===== src/rcb_pkg.sv =====
// package for the reference clock output b selector
package rcb_pkg;
	localparam logic [11:0] RCB_REF_B_SEL_OFFSET = 12'h0280;
	localparam logic [7:0] RCB_REF_B_SEL_RESET = 8'h41;
	localparam int RCB_SRC_LSB = 0;
	localparam int RCB_SRC_W = 5;
	localparam int RCB_RATE_BIT = 5;
	localparam int RCB_EN_BIT = 6;
	localparam int RCB_NUM_CH = 29;
	localparam logic [4:0] RCB_LAST_CH = 5'h1c;
	localparam logic [31:0] RCB_UNMAPPED_RDATA = 32'h0000_0000;
	typedef enum logic [1:0] {RCB_SW_RUN, RCB_SW_DROP, RCB_SW_PICK} rcb_sw_e;
endpackage : rcb_pkg


===== src/rcb_ref_clk_b.sv =====
// reference clock output b source selection with apb configuration register
//
// Design decision made here: the APB interface to the registers.
`timescale 1ns/1ps
// Functional notes
// - with the enable bit at 0 the output pin floats, with it at 1 the pin is driven.
// - the enable bit resets to 1 so the output is driven by default.
// - the rate bit marks the external clock input as t1 rate at 0 and e1 rate at 1.
// - the rate bit resets to 0, meaning a t1 rate external clock.
// - source values 0 to 28 route the recovered clock of that channel to the output.
// - the source field resets to 1, selecting the recovered clock of channel 1.
// - source values 29 to 31 route the external clock input to the output.
module rcb_ref_clk_b (
	input wire logic mclk,
	input wire logic rstn,
	input wire logic psel,
	input wire logic penable,
	input wire logic pwrite,
	input wire logic [11:0] paddr,
	input wire logic [31:0] pwdata,
	output logic [31:0] prdata,
	output logic pready,
	output logic pslverr,
	input wire logic [rcb_pkg::RCB_NUM_CH-1:0] rx_rec_clk,
	input wire logic ext_clk_in_b,
	output logic ext_clk_b_rate_sel,
	output logic ref_clock_out_b,
	output logic ref_clock_out_b_oe_n,
	output logic [4:0] ref_out_b_active_source
);
	import rcb_pkg::*;

	logic [7:0] cfg_r;
	logic [7:0] cfg_nxt;
	logic oe_n_r;
	logic oe_n_nxt;
	logic rate_r;
	logic rate_nxt;
	logic [31:0] prdata_nxt;
	logic [4:0] active_src_r;
	logic [4:0] active_src_nxt;
	logic ref_out_r;
	logic ref_out_nxt;
	rcb_sw_e sw_state_r;
	rcb_sw_e sw_state_nxt;
	logic sel_clk;
	logic sel_low;
	logic addr_hit;
	logic wr_en;
	logic rd_setup;
	logic [4:0] req_src;
	logic src_pending;
	logic start_switch;

	// field helpers
	function automatic logic src_is_ext(input logic [4:0] src);
		src_is_ext = (src > RCB_LAST_CH);
	endfunction : src_is_ext

	function automatic logic pick_clk(
		input logic [4:0] src,
		input logic [RCB_NUM_CH-1:0] ch,
		input logic ext
	);
		if (src_is_ext(src)) begin
			pick_clk = ext;
		end else begin
			pick_clk = ch[src];
		end
	endfunction : pick_clk

	function automatic logic [4:0] cfg_src(input logic [7:0] cfg);
		cfg_src = cfg[RCB_SRC_LSB +: RCB_SRC_W];
	endfunction : cfg_src

	function automatic logic cfg_bit(
		input logic [7:0] cfg,
		input int pos
	);
		cfg_bit = cfg[pos[2:0]];
	endfunction : cfg_bit

	function automatic logic [7:0] cfg_from_wdata(input logic [31:0] wdata);
		cfg_from_wdata = {1'b0, wdata[RCB_EN_BIT:0]};
	endfunction : cfg_from_wdata

	function automatic logic [31:0] cfg_word(input logic [7:0] cfg);
		cfg_word = {24'h00_0000, cfg};
	endfunction : cfg_word

	function automatic logic apb_setup(
		input logic sel,
		input logic en
	);
		apb_setup = sel && !en;
	endfunction : apb_setup

	function automatic logic apb_access(
		input logic sel,
		input logic en
	);
		apb_access = sel && en;
	endfunction : apb_access

	// apb decode, zero wait states
	assign addr_hit = (paddr == RCB_REF_B_SEL_OFFSET);
	assign wr_en = apb_access(psel, penable) && pwrite && addr_hit;
	assign rd_setup = apb_setup(psel, penable) && !pwrite;
	assign pready = 1'b1;
	assign pslverr = 1'b0;

	// configuration register write, reserved bit 7 kept at zero
	always_comb begin
		cfg_nxt = cfg_r;
		if (wr_en) begin
			cfg_nxt = cfg_from_wdata(pwdata);
		end
	end

	always_ff @(posedge mclk) begin
		if (!rstn) begin
			cfg_r <= RCB_REF_B_SEL_RESET;
		end else begin
			cfg_r <= cfg_nxt;
		end
	end

	// output enable and rate flops, updated at the write edge
	assign oe_n_nxt = ~cfg_bit(cfg_nxt, RCB_EN_BIT);
	assign rate_nxt = cfg_bit(cfg_nxt, RCB_RATE_BIT);

	always_ff @(posedge mclk) begin
		if (!rstn) begin
			oe_n_r <= ~RCB_REF_B_SEL_RESET[RCB_EN_BIT];
		end else begin
			oe_n_r <= oe_n_nxt;
		end
	end

	always_ff @(posedge mclk) begin
		if (!rstn) begin
			rate_r <= RCB_REF_B_SEL_RESET[RCB_RATE_BIT];
		end else begin
			rate_r <= rate_nxt;
		end
	end

	// read data, loaded in the setup phase
	always_comb begin
		prdata_nxt = prdata;
		if (rd_setup) begin
			if (addr_hit) begin
				prdata_nxt = cfg_word(cfg_r);
			end else begin
				prdata_nxt = RCB_UNMAPPED_RDATA;
			end
		end
	end

	always_ff @(posedge mclk) begin
		if (!rstn) begin
			prdata <= RCB_UNMAPPED_RDATA;
		end else begin
			prdata <= prdata_nxt;
		end
	end

	// glitch-free switch: wait for current clock low, hold low, pick new source while it is low
	assign req_src = cfg_src(cfg_r);
	assign src_pending = (req_src != active_src_r);
	assign sel_clk = pick_clk(active_src_r, rx_rec_clk, ext_clk_in_b);
	assign sel_low = !sel_clk;
	assign start_switch = src_pending && sel_low;

	always_comb begin
		sw_state_nxt = sw_state_r;
		active_src_nxt = active_src_r;
		ref_out_nxt = ref_out_r;
		unique case (sw_state_r)
			RCB_SW_RUN: begin
				ref_out_nxt = sel_clk;
				if (start_switch) begin
					sw_state_nxt = RCB_SW_DROP;
				end
			end
			RCB_SW_DROP: begin
				ref_out_nxt = 1'b0;
				active_src_nxt = req_src;
				sw_state_nxt = RCB_SW_PICK;
			end
			RCB_SW_PICK: begin
				ref_out_nxt = 1'b0;
				if (sel_low) begin
					sw_state_nxt = RCB_SW_RUN;
				end
			end
		endcase
	end

	// switch state, active source and output registers
	always_ff @(posedge mclk) begin
		if (!rstn) begin
			sw_state_r <= RCB_SW_RUN;
		end else begin
			sw_state_r <= sw_state_nxt;
		end
	end

	always_ff @(posedge mclk) begin
		if (!rstn) begin
			active_src_r <= RCB_REF_B_SEL_RESET[4:0];
		end else begin
			active_src_r <= active_src_nxt;
		end
	end

	always_ff @(posedge mclk) begin
		if (!rstn) begin
			ref_out_r <= 1'b0;
		end else begin
			ref_out_r <= ref_out_nxt;
		end
	end

	// pins
	assign ref_clock_out_b = ref_out_r;
	assign ref_clock_out_b_oe_n = oe_n_r;
	assign ext_clk_b_rate_sel = rate_r;
	assign ref_out_b_active_source = active_src_r;
endmodule : rcb_ref_clk_b

===== config.mk =====
export PLATFORM = sky130hd
export DESIGN_NAME = rcb_ref_clk_b
export DESIGN_NICKNAME = d
export VERILOG_FILES = /design/src/rcb_pkg.sv /design/src/rcb_ref_clk_b.sv
export SDC_FILE = /design/constraint.sdc
export NUM_CORES = 1
export LEC_CHECK = 0
export BUFFER_PORTS_ARGS = -buffer_cell sky130_fd_sc_hd__buf_2
export CAP_MARGIN = 20
export CORE_ASPECT_RATIO = 0.9
export CORE_UTILIZATION = 39
export CTS_CLUSTER_SIZE = 28
export DETAILED_ROUTE_END_ITERATION = 8
export GPL_ROUTABILITY_DRIVEN = 1
export PLACE_DENSITY = 0.8
export REMOVE_ABC_BUFFERS = 1
export SYNTH_ARGS = -nofsm -noshare
export SYNTH_HDL_FRONTEND = slang
export SYNTH_SLANG_ARGS = --single-unit

===== constraint.sdc =====
create_clock -name mclk -period 2.6 [get_ports mclk]
set_input_delay 0 -clock mclk [delete_from_list [all_inputs] [get_ports mclk]]
set_output_delay 0 -clock mclk [all_outputs]
set_load 0.005 [all_outputs]

## Word-level counts from Yosys, hierarchy flattened

Index checks and enable logic that the tools add are counted.

| word-level totals | value |
|---|---|
| RAM bits | 0 |
| bits in read-only memories | 0 |
| word-level logic and storage cells | 38 |
| flip-flop bits (word level) | 49 |
| bits in latches | 0 |
| output and inout port bits | 42 |
| input bits | 79 |
| memories kept | 0 |

| operators by class | value |
|---|---|
| equal/unequal tests | 6 |
| bitwise gates (word level) | 1 |
| add/subtract/negate cells | 0 |
| order comparisons | 2 |
| divide/modulo/power cells | 0 |
| mux-type cells | 9 |
| shift-type cells | 0 |
| reductions and logical operators | 12 |
| multipliers | 0 |

Operator list:

| kind | count |
|---|---|
| $mux 7 | 2 |
| $eq 12x10->1 const B | 1 |
| $logic_and 1x1->1 | 6 |
| $lt 5x6->1 const B | 1 |
| $pmux 2 s3 | 1 |
| $bmux 1 s5 | 1 |
| $gt 5x5->1 const B | 1 |
| $ne 5x5->1 | 1 |
| $mux 2 | 2 |
| $ne 2x2->1 const B | 2 |
| $logic_not 1->1 | 3 |
| $eq 2x1->1 const B | 1 |
| $eq 2x2->1 const B | 1 |
| $logic_not 2->1 | 1 |
| $mux 1 | 2 |
| $pmux 1 s2 | 1 |
| $reduce_and 2->1 | 1 |
| $reduce_or 2->1 | 1 |
| $not 1->1 | 1 |

## Longest topological paths before layout

| logic depth | value |
|---|---|
| word-level depth | 7 |
| depth in mapped cells | 6 |

## Least setup slack after synthesis

Ideal clock, no wire load.

| timing | value |
|---|---|
| path kind | reg-to-reg |
| start point | register active_src_r[0] (netlist: ref_out_b_active_source[0]) |
| end point | register sw_state_r[0] |
| slack | 637 ps |
| arrival time | 1,845 ps |
| cell stages (with the launch flop) | 7 |
| required time | 2,482 ps |
| buffers on the path | 1 |
| period minus slack after synthesis | 1,963 ps |
| cell sequence | dfxtp_1 > buf_6 > mux4_1 > nand3b_1 > a41oi_2 > o32a_2 > mux2i_1 |

| on the way | value |
|---|---|
| word-level cells in the longest chain between the ends | 7 |
| elaborated cells between the ends (all ways) | 10 |
| those cells by class | order compare: 1; eq/ne: 3; mux: 3; reduce/logical: 3 |

Ends and longest elaborated chain:

| item | RTL line | text |
|---|---|---|
| from (decl) | rcb_ref_clk_b.sv:40 | `logic [4:0] active_src_r;` |
| from (signal assigned) | rcb_ref_clk_b.sv:211 | `active_src_r <= RCB_REF_B_SEL_RESET[4:0];` |
| from (signal assigned) | rcb_ref_clk_b.sv:213 | `active_src_r <= active_src_nxt;` |
| $bmux 1 s5 | rcb_ref_clk_b.sv:68 | `pick_clk = ch[src];` |
| $mux 1 (not written as such) | rcb_ref_clk_b.sv:68 |  |
| $mux 1 | rcb_ref_clk_b.sv:65 | `if (src_is_ext(src)) begin` |
| $logic_not 1->1 | rcb_ref_clk_b.sv:172 | `assign sel_low = !sel_clk;` |
| $logic_and 1x1->1 | rcb_ref_clk_b.sv:173 | `assign start_switch = src_pending && sel_low;` |
| $ne 2x2->1 (no line) | - |  |
| $reduce_and 2->1 (no line) (*) | - |  |
| to (signal assigned) | rcb_ref_clk_b.sv:205 | `sw_state_r <= sw_state_nxt;` |
| to (decl) | rcb_ref_clk_b.sv:44 | `rcb_sw_e sw_state_r;` |

Every way passes the cells marked *; elsewhere a longest branch is shown, timed or not. The select of a mux whose other input is x is not followed.
A chain may end at the register's enable or synchronous reset.

## Worst setup path after layout

| timing | value |
|---|---|
| start point | register active_src_r[0] (netlist: ref_out_b_active_source[0]) |
| end point | register sw_state_r[1] |

Same word-level chain as after synthesis.

==> results.cfg <==
[synth]
synth_edf_count = 0
yosysWarnings = 0
avgSynthCellArea_um2 = 9.470
synth_area_leaders = dfxtp_1, buf_4, mux2i_1, mux4_1, mux4_2
synth.distinct_cells = 33
netlist.area_leader.share_pct = 30.39
ys_ff_latch = 23
syn_area_mm2 = 0.001515
synth_cells = 160
synthArstFlopShare_pct = 0
synth-main-ff-cell = dfxtp_1
seq_area_frac_synth_pct = 30.39
yosys.area.top_type = dfxtp_1
yosysMostFrequentCell = buf_4
yosys-top-cells-count = buf_4, dfxtp_1, mux2i_1

[die]
io-pin-count = 121
core_area_mm2 = 0.003731
initial_core_util_pct = 40.61
fp.dieH_um = 61.13
num_rows = 21
die_w_um = 67.70
fp.dieArea_mm2 = 0.004139

[placement]
gp_congestion = 0.7385
place_inst = 264
dp_hpwl_um = 2546
portBuffers = 68

[global_route]
grt_remaining_overflow = 0
grt_max_degree = 26
grt_antenna_before_repair = 0
grt_use_total_pct = 16.29
grt_pass1_vias = 1261
grt_pass1_wl_um = 5030

[detailed_routing]
drtIter0Drc = 14
viasPerCell = 4.821
routedWlPerCell_um = 11.99
dr.pass1.iters = 4
vias = 1316
routed_wl_um = 3274
drc_errors = 0
postRouteAntennaNets = 0

[pwr]
p_sw_share_pct = 27.40
switching_power_mw = 0.2255
p_seq_share_pct = 45.6
p_leak_nw = 0.9425
comb_power_share_pct = 27.1
clockPowerShare_pct = 27.2
power_mw = 0.8227
ir_worst_vdd_mv = 0.3429
p_per_area_mw_per_mm2 = 441.3
intPower_mw = 0.5973

[clocking]
cts_root_buf = clkbuf_8
cts.sink_count = 23
clock_path_buffers = 2
clk_pin_slew_ns = 0.08
cts_tree = built
clk_latency_ns = 0.26
cts_inserted_buffers = 3
htree_levels = 1

[critical_path]
endpoint_kind = register
crit_slowest_cell = dfxtp_1
cp.arrival_ns = 2.45
critical-path-top-delay-family = multiplexers
cp-start-kind = register
path_max_fanout = 9
criticalPathCategory = reg2reg
crit_chain = buf_4, mux4_2, nand3_1, a41oi_2, o32a_2, mux2i_1
max_stage_delay_ns = 0.61
worst-path-buf-inv = 1
cp.required_ns = 2.76

[sta]
finalHoldViolCount = 0
max_freq_mhz = 437.5
tns_ns = 0
slew_viol_final = 0
period_needed_ns = 2.285
rsz0062_at_grt = false
period_share_pct = 87.90
worst_pin_slew_ns = 0.8934
slew_headroom_pct = 40.31
setup_viol = 0
finClkSkew_ns = 0.005825

[cells_and_area]
final-instance-count-excl-fill = 273
diodes = 0
final_nets = 310
syn2layout_area_growth_pct = 23.04
drive_gt1_share_pct = 35.24
nFillCells = 358

[hold_path]
hp-class = in2reg

[run_status]
outcome = complete, no violations

[run]
drv_cap = 0
==> power groups by stage <==
stage | Clock (mW) | Combinational [mW] | Sequential (mW)
after global routing | 0.242 | 0.246 | 0.378
after floorplan | 0 | 0.143 | 0.382
after detailed placement | 0 | 0.216 | 0.384
after global placement | 0 | 0.204 | 0.382
after CTS | 0.228 | 0.222 | 0.375
final | 0.224 | 0.223 | 0.375
==> layout by cell type, fill, tap and decap left out, drive strengths merged <==
| master | instances |
|---|---|
| and2 | 2 |
| and3 | 1 |
| nor4 | 3 |
| mux2i | 18 |
| clkbuf | 4 |
| nand2b | 1 |
| a41oi | 1 |
| inv | 5 |
| nor4bb | 1 |
| nor2 | 4 |
| o32a | 1 |
| a221oi | 1 |
| nand3 | 9 |
| nor2b | 9 |
| or3b | 1 |
| ha | 3 |
| conb | 27 |
| nand4 | 2 |
| o311a | 1 |
| nand3b | 1 |
| xnor2 | 1 |
| mux4 | 6 |
| dlygate4sd3 | 5 |
| nand2 | 14 |
| xor2 | 4 |
| a31o | 1 |
| a21boi | 7 |
| nor3b | 1 |
| dfxtp | 23 |
| buf | 69 |
| a211oi | 1 |
==> stage by stage <==
step | instance area [um2] | setup WS (ns) | hold slack, ns | utilization (%)
5_1_grt | 1864 | 0.1948 | 0.02204 | 49.97
6_report | 1864 | 0.3145 | 0.009558 | 49.97
3_5_place_dp | 1769 | 0.2983 | 0.2313 | 47.42
2_1_floorplan | 1364 | 0.4043 | 0.06194 | -
3_3_place_gp | 1769 | 0.3275 | 0.2232 | 47.42
4_1_cts | 1864 | 0.2809 | 0.009471 | 49.97
==> path summary, 6_finish.rpt <==
| path | startpoint | end | slack [ns] | cells after the start |
|---|---|---|---|---|
| setup / recovery | ref_out_b_active_source[0] | sw_state_r[1] | 0.31 | 6 |
| hold / removal | pwdata[4] | cfg_r[4] | 0.01 | 3 |
| setup reg to reg | ref_out_b_active_source[0] | sw_state_r[1] | 0.31 | 6 |
| hold reg to reg | prdata[3] | prdata[3] | 0.46 | 2 |
==> tightest hold or removal path, cell delays in order <==
cell	delay, ns
buf_2	0.08
mux2i_1	0.06
nor2b_1	0.10
==> logic make-up (layout without fill, tap and decap cells) <==
| logic type | count (synthesis) | count (layout) | synth area share [%] |
|---|---|---|---|
| muxes | 24 | 24 | 21.55 |
| other | 2 | 27 | 0.4956 |
| buffers and inverters | 41 | 83 | 17.42 |
| AOI/OAI and AO/OA | 13 | 13 | 7.680 |
| xor gates and xnor gates | 5 | 5 | 2.890 |
| and+or+nand+nor | 49 | 49 | 17.09 |
| adders and majority gates | 3 | 3 | 2.478 |
| DFF | 23 | 23 | 30.39 |
==> state kept, by name, indices dropped and copies added (netlist names) <==
| signal | cells |
|---|---|
| prdata | 7 |
| ref_out_b_active_source | 5 |
| sw_state_r | 2 |
| ref_clock_out_b | 1 |
| ref_clock_out_b_oe_n | 1 |
| cfg_r | 7 |
==> layer usage <==
metal	track usage [%]	share of wire, %	vias up
met5	0	0	-
met4	2.736	0.64	0
met3	5.556	12	4
met2	33.24	49	84
met1	15.82	39	593
li1	-	-	635
==> timing repair <==
item,CTS,global route
setup endpoints to repair,0,0
hold buffers,5,0
hold endpoints to repair,5,0
gates resized for setup,0,0
buffers inserted,0,0
==> final cells by class <==
type / count / area, um2 / share of cell area [%]
multi-input cells: 121 / 884.6 / 47.45
flip-flops and latches: 23 / 460.4 / 24.70
repair buffers: 74 / 397.9 / 21.34
well taps: 46 / 57.56 / 3.087
clock buffers: 4 / 45.04 / 2.416
inverters: 5 / 18.77 / 1.007
No activity file was read; power rests on OpenSTA's default activity.
